`src/hdl/cbps_regs.svh`:
```
// register map, field positions and reset values of the power state block
`ifndef CBPS_REGS_SVH
`define CBPS_REGS_SVH

`define CBPS_OFF_PM        8'h00
`define CBPS_OFF_HDR       8'h04
`define CBPS_OFF_EVT       8'h08
`define CBPS_OFF_EVT_CLR   8'h0C
`define CBPS_OFF_EVT_EN    8'h10
`define CBPS_OFF_LEG_EN    8'h14
`define CBPS_OFF_PWR       8'h18
`define CBPS_OFF_LEG_PWR   8'h1C
`define CBPS_OFF_STATE     8'h20
`define CBPS_OFF_LEG_STAT  8'h24

`define CBPS_HDR_TYPE      8'h82
`define CBPS_NUM_EVT       7
`define CBPS_EVT_CD        0
`define CBPS_EVT_CB        1
`define CBPS_EVT_ST16_LSB  2
`define CBPS_EVT_PWR       6
`define CBPS_EVT_EN_RST    7'h00
`define CBPS_LEG_EN_LSB    1
`define CBPS_PWR_VCC_LSB   0
`define CBPS_PWR_OVR_BIT   4
`define CBPS_LPWR_VCC_LSB  4
`define CBPS_LPWR_OVR_BIT  7
`define CBPS_RESP_OKAY     2'b00
`define CBPS_RESP_SLVERR   2'b10
`endif

```
`src/hdl/cbps_pkg.sv`:
```
// types shared by the power state block
`default_nettype none
package cbps_pkg;
  typedef enum logic [1:0] {
    CBPS_D0 = 2'b00,
    CBPS_D1 = 2'b01,
    CBPS_D2 = 2'b10,
    CBPS_D3 = 2'b11
  } cbps_pstate_e;
  typedef enum logic [1:0] {
    CBPS_VCC_OFF = 2'b00,
    CBPS_VCC_3V3 = 2'b01,
    CBPS_VCC_5V  = 2'b10,
    CBPS_VCC_RSV = 2'b11
  } cbps_vcc_e;
endpackage
`default_nettype wire

```
`src/hdl/cbps_power_ctrl.sv`:
```
// power state, interrupt gating and socket power protection with AXI4-Lite
`include "cbps_regs.svh"
`default_nettype none
module cbps_power_ctrl #(
  parameter int ADDR_W = 8
) (
  input  wire logic               clk_sys,
  input  wire logic               rst,
  input  wire logic [ADDR_W-1:0]  s_axi_awaddr,
  input  wire logic               s_axi_awvalid,
  output var  logic               s_axi_awready,
  input  wire logic [31:0]        s_axi_wdata,
  input  wire logic [3:0]         s_axi_wstrb,
  input  wire logic               s_axi_wvalid,
  output var  logic               s_axi_wready,
  output var  logic [1:0]         s_axi_bresp,
  output var  logic               s_axi_bvalid,
  input  wire logic               s_axi_bready,
  input  wire logic [ADDR_W-1:0]  s_axi_araddr,
  input  wire logic               s_axi_arvalid,
  output var  logic               s_axi_arready,
  output var  logic [31:0]        s_axi_rdata,
  output var  logic [1:0]         s_axi_rresp,
  output var  logic               s_axi_rvalid,
  input  wire logic               s_axi_rready,
  input  wire logic               card_present,
  input  wire logic               card_is_cardbus,
  input  wire cbps_pkg::cbps_vcc_e volt_sense,
  input  wire logic               cb_status_change,
  input  wire logic [3:0]         sixteen_bit_card_status,
  input  wire logic               card_func_irq,
  output var  logic               irq,
  output var  logic               wake_req,
  output var  logic               card_irq_out,
  output var  logic               socket_card_clock_en,
  output var  logic               pci_clk_stop_ok,
  output var  logic               slot_access_en,
  output var  cbps_pkg::cbps_vcc_e vcc_apply
);
  import cbps_pkg::*;
  localparam int NE = `CBPS_NUM_EVT;

  cbps_pstate_e      pstate, next_pstate;
  cbps_vcc_e         vcc_req, next_vcc_req, next_vcc;
  logic              ovr, next_ovr;
  logic [NE-1:0]     evt_en, next_evt_en;
  logic [NE-1:0]     evt_clr, evt_set, evt_stat;
  logic              aw_got, next_aw_got, w_got, next_w_got;
  logic [ADDR_W-1:0] waddr, next_waddr;
  logic [31:0]       wdat, next_wdat;
  logic              wlow, next_wlow, do_wr, wr_open;
  logic              next_awready, next_wready, next_bvalid;
  logic [1:0]        next_bresp, next_rresp;
  logic              next_arready, next_rvalid;
  logic [31:0]       next_rdata;
  logic              present_q, cb_q, blocked_q, blocked, allowed, pending;
  logic [3:0]        st16_q;

  function automatic logic step_ok(cbps_pstate_e f, cbps_pstate_e t);
    unique case (f)
      CBPS_D0, CBPS_D1: step_ok = 1'b1;
      CBPS_D2:          step_ok = (t != CBPS_D1);
      CBPS_D3:          step_ok = (t == CBPS_D0) || (t == CBPS_D3);
    endcase
  endfunction

  function automatic logic mapped(logic [ADDR_W-1:0] a);
    mapped = (a[7:0] <= `CBPS_OFF_LEG_STAT) && (a[1:0] == 2'b00);
  endfunction

  // in D3 only the power state register answers, so software can wake it
  function automatic logic open_at(logic [ADDR_W-1:0] a, cbps_pstate_e s);
    open_at = mapped(a) &&
              ((s != CBPS_D3) || (a[7:0] == `CBPS_OFF_PM));
  endfunction

  // write side: address and data are taken in either order
  always_comb begin
    next_aw_got = aw_got;
    next_w_got  = w_got;
    next_waddr  = waddr;
    next_wdat   = wdat;
    next_wlow   = wlow;
    next_bvalid = s_axi_bvalid;
    next_bresp  = s_axi_bresp;
    if (s_axi_awvalid && s_axi_awready) begin
      next_aw_got = 1'b1;
      next_waddr  = s_axi_awaddr;
    end
    if (s_axi_wvalid && s_axi_wready) begin
      next_w_got = 1'b1;
      next_wdat  = s_axi_wdata;
      next_wlow  = s_axi_wstrb[0];
    end
    do_wr   = aw_got && w_got && !s_axi_bvalid;
    wr_open = do_wr && open_at(waddr, pstate);
    if (do_wr) begin
      next_aw_got = 1'b0;
      next_w_got  = 1'b0;
      next_bvalid = 1'b1;
      next_bresp  = wr_open ? `CBPS_RESP_OKAY : `CBPS_RESP_SLVERR;
    end
    if (s_axi_bvalid && s_axi_bready)
      next_bvalid = 1'b0;
    next_awready = !next_aw_got && !next_bvalid;
    next_wready  = !next_w_got && !next_bvalid;
  end

  // register writes; fields only live in byte lane 0
  always_comb begin
    next_pstate = pstate;
    next_vcc_req = vcc_req;
    next_ovr    = ovr;
    next_evt_en = evt_en;
    evt_clr     = '0;
    if (wr_open && wlow) begin
      unique case (waddr[7:0])
        `CBPS_OFF_PM:
          if (step_ok(pstate, cbps_pstate_e'(wdat[1:0])))
            next_pstate = cbps_pstate_e'(wdat[1:0]);
        `CBPS_OFF_EVT_CLR, `CBPS_OFF_LEG_STAT:
          evt_clr = wdat[NE-1:0];
        `CBPS_OFF_EVT_EN:
          next_evt_en = wdat[NE-1:0];
        `CBPS_OFF_LEG_EN:
          next_evt_en = wdat[`CBPS_LEG_EN_LSB +: NE];
        `CBPS_OFF_PWR: begin
          next_vcc_req = cbps_vcc_e'(wdat[`CBPS_PWR_VCC_LSB +: 2]);
          next_ovr     = wdat[`CBPS_PWR_OVR_BIT];
        end
        `CBPS_OFF_LEG_PWR: begin
          next_vcc_req = cbps_vcc_e'(wdat[`CBPS_LPWR_VCC_LSB +: 2]);
          next_ovr     = wdat[`CBPS_LPWR_OVR_BIT];
        end
        default: next_ovr = ovr;
      endcase
    end
  end

  // read side: data is registered at the edge that takes the address
  always_comb begin
    next_rvalid = s_axi_rvalid;
    next_rdata  = s_axi_rdata;
    next_rresp  = s_axi_rresp;
    if (s_axi_arvalid && s_axi_arready) begin
      next_rvalid = 1'b1;
      next_rdata  = '0;
      next_rresp  = `CBPS_RESP_SLVERR;
      if (open_at(s_axi_araddr, pstate)) begin
        next_rresp = `CBPS_RESP_OKAY;
        unique case (s_axi_araddr[7:0])
          `CBPS_OFF_PM:       next_rdata[1:0] = pstate;
          `CBPS_OFF_HDR:      next_rdata[7:0] = `CBPS_HDR_TYPE;
          `CBPS_OFF_EVT,
          `CBPS_OFF_LEG_STAT: next_rdata[NE-1:0] = evt_stat;
          `CBPS_OFF_EVT_EN:   next_rdata[NE-1:0] = evt_en;
          `CBPS_OFF_LEG_EN:
            next_rdata[`CBPS_LEG_EN_LSB +: NE] = evt_en;
          `CBPS_OFF_PWR: begin
            next_rdata[`CBPS_PWR_VCC_LSB +: 2] = vcc_req;
            next_rdata[`CBPS_PWR_OVR_BIT]      = ovr;
          end
          `CBPS_OFF_LEG_PWR: begin
            next_rdata[`CBPS_LPWR_VCC_LSB +: 2] = vcc_req;
            next_rdata[`CBPS_LPWR_OVR_BIT]      = ovr;
          end
          `CBPS_OFF_STATE:
            next_rdata[7:0] = {pstate, vcc_apply, volt_sense,
                               card_is_cardbus, card_present};
          default:            next_rdata = '0;
        endcase
      end
    end
    if (s_axi_rvalid && s_axi_rready)
      next_rvalid = 1'b0;
    next_arready = !next_rvalid;
  end

  // power check; a fault is flagged once each time the request becomes blocked
  always_comb begin
    allowed = card_present && ((vcc_req <= volt_sense) ||
              (ovr && !card_is_cardbus));
    blocked = card_present && (vcc_req != CBPS_VCC_OFF) && !allowed;
    next_vcc = allowed ? vcc_req : CBPS_VCC_OFF;
    evt_set = '0;
    evt_set[`CBPS_EVT_CD] = card_present ^ present_q;
    evt_set[`CBPS_EVT_CB] = cb_status_change & ~cb_q;
    evt_set[`CBPS_EVT_ST16_LSB +: 4] =
      sixteen_bit_card_status & ~st16_q;
    evt_set[`CBPS_EVT_PWR] = blocked & ~blocked_q;
    pending = |(evt_stat & evt_en);
  end

  cbps_evt_latch #(
    .W (NE)
  ) u_evt (
    .clk_sys (clk_sys),
    .rst     (rst),
    .set     (evt_set),
    .clr     (evt_clr),
    .status  (evt_stat)
  );

  always_ff @(posedge clk_sys) begin
    if (rst) begin
      pstate        <= CBPS_D0;
      vcc_req       <= CBPS_VCC_OFF;
      ovr           <= 1'b0;
      evt_en        <= `CBPS_EVT_EN_RST;
      aw_got        <= 1'b0;
      w_got         <= 1'b0;
      waddr         <= '0;
      wdat          <= '0;
      wlow          <= 1'b0;
      s_axi_awready <= 1'b0;
      s_axi_wready  <= 1'b0;
      s_axi_bvalid  <= 1'b0;
      s_axi_bresp   <= `CBPS_RESP_OKAY;
      s_axi_arready <= 1'b0;
      s_axi_rvalid  <= 1'b0;
      s_axi_rdata   <= '0;
      s_axi_rresp   <= `CBPS_RESP_OKAY;
      present_q     <= card_present; // no false edge after reset
      cb_q          <= cb_status_change;
      st16_q        <= sixteen_bit_card_status;
      blocked_q     <= 1'b0;
      irq           <= 1'b0;
      wake_req      <= 1'b0;
      card_irq_out  <= 1'b0;
      socket_card_clock_en <= 1'b0;
      pci_clk_stop_ok      <= 1'b0;
      slot_access_en       <= 1'b0;
      vcc_apply     <= CBPS_VCC_OFF;
    end else begin
      pstate        <= next_pstate;
      vcc_req       <= next_vcc_req;
      ovr           <= next_ovr;
      evt_en        <= next_evt_en;
      aw_got        <= next_aw_got;
      w_got         <= next_w_got;
      waddr         <= next_waddr;
      wdat          <= next_wdat;
      wlow          <= next_wlow;
      s_axi_awready <= next_awready;
      s_axi_wready  <= next_wready;
      s_axi_bvalid  <= next_bvalid;
      s_axi_bresp   <= next_bresp;
      s_axi_arready <= next_arready;
      s_axi_rvalid  <= next_rvalid;
      s_axi_rdata   <= next_rdata;
      s_axi_rresp   <= next_rresp;
      present_q     <= card_present;
      cb_q          <= cb_status_change;
      st16_q        <= sixteen_bit_card_status;
      blocked_q     <= blocked;
      // status survives low power; only the output gating changes
      irq           <= pending && (pstate == CBPS_D0);
      wake_req      <= pending && (pstate != CBPS_D0);
      card_irq_out  <= card_func_irq && (pstate == CBPS_D0);
      socket_card_clock_en <= (pstate == CBPS_D0) ||
                              (pstate == CBPS_D1);
      pci_clk_stop_ok <= (pstate == CBPS_D2) || (pstate == CBPS_D3);
      slot_access_en <= (pstate == CBPS_D0) && card_present;
      vcc_apply     <= next_vcc;
    end
  end
endmodule
`default_nettype wire

```
`src/hdl/cbps_evt_latch.sv`:
```
// sticky event status bits with set winning over clear
`default_nettype none
module cbps_evt_latch #(
  parameter int W = 7
) (
  input  wire logic         clk_sys,
  input  wire logic         rst,
  input  wire logic [W-1:0] set,
  input  wire logic [W-1:0] clr,
  output var  logic [W-1:0] status
);
  logic [W-1:0] next_status;

  genvar i;
  generate
    for (i = 0; i < W; i++) begin : g_bit
      always_comb begin
        next_status[i] = set[i] | (status[i] & ~clr[i]);
      end
    end
  endgenerate

  always_ff @(posedge clk_sys) begin
    if (rst) begin
      status <= '0;
    end else begin
      status <= next_status;
    end
  end
endmodule
`default_nettype wire

```
`config.mk`:
```
export PLATFORM = sky130hd
export DESIGN_NAME = cbps_power_ctrl
export DESIGN_NICKNAME = d
export VERILOG_FILES = /design/src/hdl/cbps_pkg.sv /design/src/hdl/cbps_power_ctrl.sv /design/src/hdl/cbps_evt_latch.sv
export VERILOG_INCLUDE_DIRS = /design/src /design/src/hdl
export SDC_FILE = /design/constraint.sdc
export NUM_CORES = 1
export LEC_CHECK = 0
export BUFFER_PORTS_ARGS = -buffer_cell sky130_fd_sc_hd__buf_2
export CORE_UTILIZATION = 54
export DETAILED_ROUTE_END_ITERATION = 10
export GPL_TIMING_DRIVEN = 0
export PLACE_DENSITY = 0.91
export SETUP_SLACK_MARGIN = 0.05
export SLEW_MARGIN = 5
export SYNTH_ARGS = -nofsm -noshare
export SYNTH_HDL_FRONTEND = slang
export SYNTH_SLANG_ARGS = --single-unit
```
`constraint.sdc`:
```
create_clock -name clk_sys -period 2.6 [get_ports clk_sys]
set_input_delay 0.65 -clock clk_sys [delete_from_list [all_inputs] [get_ports clk_sys]]
set_output_delay 0.65 -clock clk_sys [all_outputs]
set_load 0.03 [all_outputs]
```
==> results.md, run 1 <==
* Site row count at 28
* Nets@finish at 561
* Placed cells at 553
* Unique masters post-synth at 64
* Crit path DAT at 2.40 ns
* Hold Crit Class: in -> reg
* Setup TNS at 0 ns
* Internal power at 1.60 mW
* Die ar. at 6820 um2
* Peak Freq at 472 MHz
* Worst path max stage delay at 0.61 ns
* First-pass GRT wire length at 14300 um
* Largest net degree at the start of global routing at 13
* Antenna violations before repair at 0
* Initial DRC count at 184
* Num CTS Buffers at 9
* H-tree depth at 3
* Clock Power Share at 0.364
* Clk Latency, worst-skew pair at 0.35 ns
* Comb pwr share at 0.146
* Seq cells post-synth at 68
* Yosys top cell area share at 0.388
* Register area at 1360 um2
* CTS clk-pin slew, worst paths at 0.07 ns
* Number of warnings issued by yosys at 0
* Crit path time final at 2.12 ns
* Kind of critical path: in -> reg
* Initial DRT Pass Iterations at 8
* Hold Vio Cnt, Final at 0
* Cell breakdown of the critical path: buf_2, or4_4, buf_6, a2111oi_0, o21ai_1, a22oi_1
* P&R area growth vs syn at 19.6%
* Post-Synthesis Cells at 391
* Antenna Violating Nets Remaining at 0
* NetSw at 668 uW
* Crit Reg-Reg Startpoint: waddr[7]
* Die H at 82.6 um
* Half-perimeter wire length after placement at 6860 um
* WL final at 9200 um
* FFs w/ async S/R, synth at 0
* Area of the core at 6100 um2
* DP Worst Slack at 0.191 ns
* Switch share at 0.295
* Hold depth at 1
* Starting Density at 0.575
* Die X-Extent at 82.6 um
* TritonCTS clock tree: done
* Final cell count without fillers at 569
* Grt total ovfl at 0
* R2R cell count at 4
* Flop-to-flop setup slack at 0.62 ns
* Post-synthesis adder-cell area fraction at 0.0107
* Worst path slowest cell: a2111oi_0
* Reg power frac at 0.491
* Pins Over Slew Limit at 0
* Antenna cells at 0
* Post-synthesis mux area share at 0.0493
* Post-Syn Area at 3510 um2
* Post-CTS Resized at 0
* Multi-input gate area at 1880 um2
* Seq/Total Area, Yosys at 0.388
* Fin util at 0.688
* Status: finished clean
* Setup bufs post-CTS at 0
* Setup-failing EPs final at 0
* Post-cts hold buffer count at 0
* Synth Flop Type: dfxtp_1
* PwrDens at 540 nW/um2
* Part of the cycle the worst path needs at 0.816
* Synth top area cells: dfxtp_1 39%, buf_4 6.6%, nand2_1 5.5%
* PortBufs at 62
* Largest family of logic cells by synthesized area: simple AND/OR/NAND/NOR gates
* Critical path startpoint: s_axi_araddr[7]
* Post-synth EDFFs at 0
* Critical path peak fanout at 10
* Total Routing Usage GR at 0.285
* Worst Setup EP: s_axi_rdata[2]
* Area leader, netlist: dfxtp_1
* Fillers at 490
* Root Buffer: clkbuf_8
* Avg Vias per Cell at 5.75
* Post-Syn Area per Cell at 8.97 um2
* RSZ-0062 raised after global routing: no
* Total I/O pin count at 118
* Crit end category: flip-flop
* Max VDD drop at 597 uV
* Cell area after layout at 4190 um2
* Final Skew at 0.00694 ns
* Slew HR at 0.484
* Clock Tree Buf Depth at 2
* GP Congestion at 0.892
* CP startpoint kind: primary input
* P_leak at 1.74 nW
* PnR worst setup slack at 0.479 ns
* Via count at 3271
* Xor-xnor portion of the synthesized cell area at 0.00749
* Max Cap Viol at 0
* Layout cells sized above 1 at 0.265
* Reg-to-Reg End: evt_en[3]
* Post-Place Cell Area at 4000 um2
* Routed len/inst at 16.2 um
* Worst-margin pin slew at 0.754 ns
* CTS sink count at 68
* Synth Area in Simple Gates at 0.227
* DRC violations left at 0
* Complex-gate fraction of the synthesized area at 0.214
* Vias in the first global route at 2963
* WP data required at 2.87 ns
power by group through the flow:
stage                     Combinational (mW)  Sequential, mW  Clock [mW]
final                                  0.330            1.11       0.824
after global routing                   0.361            1.12       0.877
after CTS                              0.327            1.11       0.828
after global placement                 0.318            1.13           0
after floorplan                        0.223            1.14           0
after detailed placement               0.325            1.13           0
through the flow:
step,total power [mW],hold WS (ns)
3_3_place_gp,1.45,0.443
4_1_cts,2.26,0.406
5_1_grt,2.35,0.403
6_report,2.26,0.410
2_1_floorplan,1.37,0.432
3_5_place_dp,1.46,0.458
Yosys cell counts (4+ instances only):
library cell and instances:
nand3b_1 8, nand2_1 51, buf_4 31, a311oi_1 14, nand3_1 9, nor4_1 4
a22oi_1 6, mux2i_1 15, nand2b_1 8, nor2b_1 15, a32oi_1 5, and2_1 6
inv_1 9, o21ai_1 6, o21ai_0 6, nor2_1 17, a211oi_1 5, clkbuf_1 12
dfxtp_1 68, a21oi_1 34
how the worst min path moves through the flow:
| stage | from | to |
|---|---|---|
| after global routing | sixteen_bit_card_status[0] | st16_q[0] |
| after CTS | cb_status_change | cb_q |
| after global placement | wlow | wlow |
| final | cb_status_change | cb_q |
| after detailed placement | blocked_q | u_evt.status[6] |
| after floorplan | wlow | wlow |
cells in the final DEF, fill, tap and decap left out, types with 4 or more instances in the layout:
cell type,synthesis,routed
clkbuf_1,12,12
a22oi_1,6,6
inv_1,9,9
buf_2,3,65
nor2b_1,15,15
nor4_1,4,4
o21ai_1,6,6
o21ai_0,6,6
nand3_1,9,9
a311oi_1,14,14
nand2_1,51,51
nand2b_1,8,8
dfxtp_1,68,68
a21oi_1,34,34
and2_1,6,6
buf_4,31,31
mux2i_1,15,15
nor2_1,17,17
clkbuf_8,0,11
conb_1,1,26
a211oi_1,5,5
a32oi_1,5,5
nand3b_1,8,8
area by class of cell:
cell class | count | area share
tap | 75 | 0.0224
sequential | 68 | 0.325
clock buffer | 11 | 0.0361
buffer | 49 | 0.0770
multi-input combinational | 289 | 0.448
clock inverter | 5 | 0.00866
timing repair buffer | 62 | 0.0740
inverter | 10 | 0.00896
layer usage:
layer | GRT usage | vias to the layer above | share of wire
met5 | 0 | - | 0
met2 | 0.488 | 175 | 0.49
met4 | 0.131 | 0 | 0.023
met1 | 0.338 | 1506 | 0.41
met3 | 0.0670 | 17 | 0.084
li1 | - | 1573 | -
critical path, delay by kind of cell:
kind                   cells  cell delay [ns]
AOI/OAI and AO/OA          3             0.88
and+or+nand+nor            1             0.57
buffers and inverters      2             0.30
sequential cells by signal, indices dropped and copies added, names as in the netlist, 2 cells and up:
| name | cells |
|---|---|
| evt_en | 7 |
| pstate | 2 |
| s_axi_rdata | 8 |
| st16_q | 4 |
| u_evt.status | 7 |
| vcc_apply | 2 |
| vcc_req | 2 |
| waddr | 8 |
| wdat | 8 |
kinds of logic after synthesis:
group,count (synthesis)
xor gates and xnor gates,3
and+or+nand+nor,142
buffers and inverters,59
AOI/OAI and AO/OA,99
muxes,16
other,1
DFF,68
adders and majority gates,3
(Power assumes the default switching activity.)
==> run 2: changes to the inputs <==
--- a/config.mk
+++ b/config.mk
@@ -6,11 +6,12 @@
 export SDC_FILE = /design/constraint.sdc
 export NUM_CORES = 1
 export LEC_CHECK = 0
+export ABC_AREA = 1
 export BUFFER_PORTS_ARGS = -buffer_cell sky130_fd_sc_hd__buf_2
-export CORE_UTILIZATION = 54
+export CORE_UTILIZATION = 51
 export DETAILED_ROUTE_END_ITERATION = 10
 export GPL_TIMING_DRIVEN = 0
-export PLACE_DENSITY = 0.91
+export PLACE_DENSITY = 0.87
 export SETUP_SLACK_MARGIN = 0.05
 export SLEW_MARGIN = 5
 export SYNTH_ARGS = -nofsm -noshare
==> constraint.sdc (replaced) <==
create_clock -name clk_sys -period 2.1 [get_ports clk_sys]
set_input_delay 0.525 -clock clk_sys [delete_from_list [all_inputs] [get_ports clk_sys]]
set_output_delay 0.525 -clock clk_sys [all_outputs]
set_load 0.03 [all_outputs]
==> results.md, run 2 <==
* Post-synthesis mux area share at 0 (was 0.0493)
* Number of warnings issued by yosys at 0 (unchanged)
* Root Buffer: clkbuf_8 (unchanged)
* H-tree depth at 3 (unchanged)
* P&R area growth vs syn at 20.0% (was 19.6%)
* Commonest cells after routing, fill and taps aside: 142 x nand2_1, 77 x nor2_1, 68 x dfxtp_1 (was 68 x dfxtp_1, 65 x buf_2, 51 x nand2_1)
* Reg-to-Reg End: evt_en[4] (was evt_en[3])
* Clock Tree Buf Depth at 2 (unchanged)
* Starting Density at 0.540 (was 0.575)
* Synth Area in Simple Gates at 0.342 (was 0.227)
* Total Routing Usage GR at 0.254 (was 0.285)
* Grt total ovfl at 0 (unchanged)
* Min-Delay Startpoint: sixteen_bit_card_status[2] (was cb_status_change)
* Synth top area cells: dfxtp_1 39%, nand2_1 15%, nor2_1 8.2% (was dfxtp_1 39%, buf_4 6.6%, nand2_1 5.5%)
* Layout cells sized above 1 at 0.210 (was 0.265)
* Largest registers: s_axi_rdata (8), waddr (8), wdat (8) (unchanged)
* Setup bufs post-CTS at 0 (unchanged)
* Site row count at 29 (was 28)
* FFs w/ async S/R, synth at 0 (unchanged)
* Post-Syn Area per Cell at 6.68 um2 (was 8.97 um2)
* Post-synth EDFFs at 0 (unchanged)
* Antenna cells at 0 (unchanged)
* Worst path slowest cell: dfxtp_1 (was a2111oi_0)
* Seq cells post-synth at 68 (unchanged)
* Hold depth at 1 (unchanged)
* WP data required at 2.36 ns (was 2.87 ns)
* GP Congestion at 0.920 (was 0.892)
* Unique masters post-synth at 32 (was 64)
* Peak Freq at 604 MHz
* Post-CTS Resized at 0 (unchanged)
* Area leader, netlist: dfxtp_1 (unchanged)
* Avg Vias per Cell at 5.15 (was 5.75)
* Area of the core at 6490 um2 (was 6100 um2)
* Xor-xnor portion of the synthesized cell area at 0.00250 (was 0.00749)
* DRC violations left at 9 (was 0)
* R2R cell count at 9 (was 4)
* Critical path peak fanout at 10 (unchanged)
* Post-cts hold buffer count at 0 (unchanged)
* Synth cell count leaders: 142 x nand2_1, 77 x nor2_1, 68 x dfxtp_1, 57 x inv_1, 36 x o21ai_0 (was 68 x dfxtp_1, 51 x nand2_1, 34 x a21oi_1, 31 x buf_4, 17 x nor2_1)
* Nets@finish at 697 (was 561)
* Crit end category: flip-flop (unchanged)
* Vias in the first global route at 3379 (was 2963)
* Pins Over Slew Limit at 0 (unchanged)
* Total I/O pin count at 118 (unchanged)
* Failing checks: DRC
* Synth Flop Type: dfxtp_1 (unchanged)
* Crit path top cell by count: nor2_1
* Initial DRT Pass Iterations at 10 (was 8)
* Num CTS Buffers at 9 (unchanged)
* Max VDD drop at 528 uV (was 597 uV)
* Largest family of logic cells by synthesized area: simple AND/OR/NAND/NOR gates (unchanged)
* Setup-failing EPs final at 0 (unchanged)
* Yosys top cell area share at 0.388 (about the same)
* CP startpoint kind: flip-flop (was primary input)
* Antenna Violating Nets Remaining at 0 (unchanged)
* Cell with the most instances after synthesis: nand2_1 (was dfxtp_1)
* Cell breakdown of the critical path: nor2_1, nand2_1, nor2_4, nor2_2, nor2_8, nand4_4, buf_6, nor2_1, nor2_1 (was buf_2, or4_4, buf_6, a2111oi_0, o21ai_1, a22oi_1)
* Crit path time final at 1.65 ns
* Crit path DAT at 1.91 ns (was 2.40 ns)
* Half-perimeter wire length after placement at 6670 um (was 6860 um)
* Status: finished with violations (was finished clean)
* Antenna violations before repair at 0 (unchanged)
* Hold Vio Cnt, Final at 0 (unchanged)
* Seq/Total Area, Yosys at 0.388 (about the same)
* Final Skew at 0.0123 ns (was 0.00694 ns)
* Worst path depth at 9 (was 6)
* CTS clk-pin slew, worst paths at 0.08 ns (was 0.07 ns)
* Die X-Extent at 84.9 um (was 82.6 um)
* TritonCTS clock tree: done (unchanged)
* Clk Latency, worst-skew pair at 0.36 ns (was 0.35 ns)
* Worst-margin pin slew at 0.556 ns (was 0.754 ns)
* Part of the cycle the worst path needs at 0.788
* Die ar. at 7210 um2 (was 6820 um2)
* Flop-to-flop setup slack at 0.45 ns (was 0.62 ns)
* First-pass GRT wire length at 14400 um (was 14300 um)
* Die H at 84.9 um (was 82.6 um)
* PwrDens at 692 nW/um2 (was 540 nW/um2)
* Worst path bufs/invs at 1 (was 2)
* Fillers at 574 (was 490)
* Post-Syn Area at 3500 um2 (was 3510 um2)
* PortBufs at 64 (was 62)
* Hold worst-path end: st16_q[2] (was cb_q)
* Crit Reg-Reg Startpoint: waddr[0] (was waddr[7])
* Worst path max stage delay at 0.31 ns (was 0.61 ns)
* Hold Crit Class: in -> reg (unchanged)
* Post-Synthesis Cells at 525 (was 391)
* Via count at 3640 (was 3271)
* WL final at 8550 um (was 9200 um)
* P_leak at 2.16 nW (was 1.74 nW)
* Complex-gate fraction of the synthesized area at 0.114 (was 0.214)
* CTS sink count at 68 (unchanged)
* Kind of critical path: reg -> reg (was in -> reg)
* Slew HR at 0.629 (was 0.484)
* Most common cell after layout, fill and taps aside: nand2_1 (was dfxtp_1)
* Max Cap Viol at 0 (unchanged)
* Largest net degree at the start of global routing at 13 (unchanged)
* Routed len/inst at 12.1 um (was 16.2 um)
* Setup TNS at 0 ns (unchanged)
* Post-synthesis adder-cell area fraction at 0.0107 (about the same)
* CP delay by family, top: simple AND/OR/NAND/NOR gates (was compound AO/OA/AOI/OAI gates)
* Final hold slack at 0.284 ns (was 0.410 ns)
* RSZ-0062 raised after global routing: no (unchanged)
* Initial DRC count at 264 (was 184)
-- run 2: cell count changes after synthesis, sizes merged, moves of 14 or more --
cell    delta
inv       +55
nand2     +94
o21ai     +27
mux2i     -15
a311oi    -14
nor2b     -15
nand3     +14
nor2      +68
-- run 2: cell families (layout without fill, tap and decap cells) --
kind of cell               after synthesis  count (layout)
adders and majority gates                3               3
other                                    1              26
and+or+nand+nor                        273             273
xor gates and xnor gates                 1               1
buffers and inverters                  102             182
AOI/OAI and AO/OA                       77              77
DFF                                     68              68
-- run 2: layout make-up --
type	count	area (um2)	area share
repair buffers	64	320	0.0761
flip-flops and latches	68	1360	0.324
clock inverters	6	63.8	0.0152
well taps	77	96.3	0.0229
inverters	65	244	0.0580
plain buffers	37	253	0.0601
clock buffers	10	128	0.0303
multi-input cells	380	1740	0.414
-- run 2: worst max-delay path by stage --
stage	startpoint	to	slack, ns
2_1_floorplan	s_axi_araddr[4]	s_axi_rdata[2]	0.62
3_3_place_gp	s_axi_araddr[0]	s_axi_rdata[2]	0.23
3_5_place_dp	s_axi_araddr[0]	s_axi_rdata[2]	0.18
4_1_cts	waddr[0]	evt_en[2]	0.44
5_1_grt	waddr[0]	evt_en[4]	0.31
6_report	waddr[0]	evt_en[4]	0.45
-- run 2: report_power, final --
part	switching, mW	internal, mW	total (mW)	leakage (nW)
sequential	0.0406	1.35	1.39	0.557
combinational	0.296	0.149	0.445	1.51
clock	0.530	0.548	1.08	0.0927
-- run 2: metrics by stage --
| step | worst slack [ns] | util | area [um2] | total power, mW | cells |
|---|---|---|---|---|---|
| final | 0.445 | 0.648 | 4210 | 2.91 | 707 |
| after global routing | 0.308 | 0.648 | 4210 | 3.04 | 707 |
| after CTS | 0.441 | 0.648 | 4210 | 2.91 | 707 |
| after detailed placement | 0.184 | 0.618 | 4020 | 1.85 | 691 |
| after global placement | 0.228 | 0.618 | 4020 | 1.84 | 691 |
| after floorplan | 0.620 | - | 3600 | 1.74 | 550 |
-- run 2: worst reg2reg max path, cell delays in order, from the launching register on --
cell     delay, ns
dfxtp_1       0.31
nor2_1        0.23
nand2_1       0.15
nor2_4        0.13
nor2_2        0.07
nor2_8        0.15
nand4_4       0.14
buf_6         0.18
nor2_1        0.14
nor2_1        0.06
-- run 2: metal layers --
metal  wire [um]  GRT usage  vias up
li1            -          -     1811
met1        3560      0.288     1637
met2        4090      0.447      160
met3         588     0.0671       32
met4         314      0.119        0
met5           0          0        -
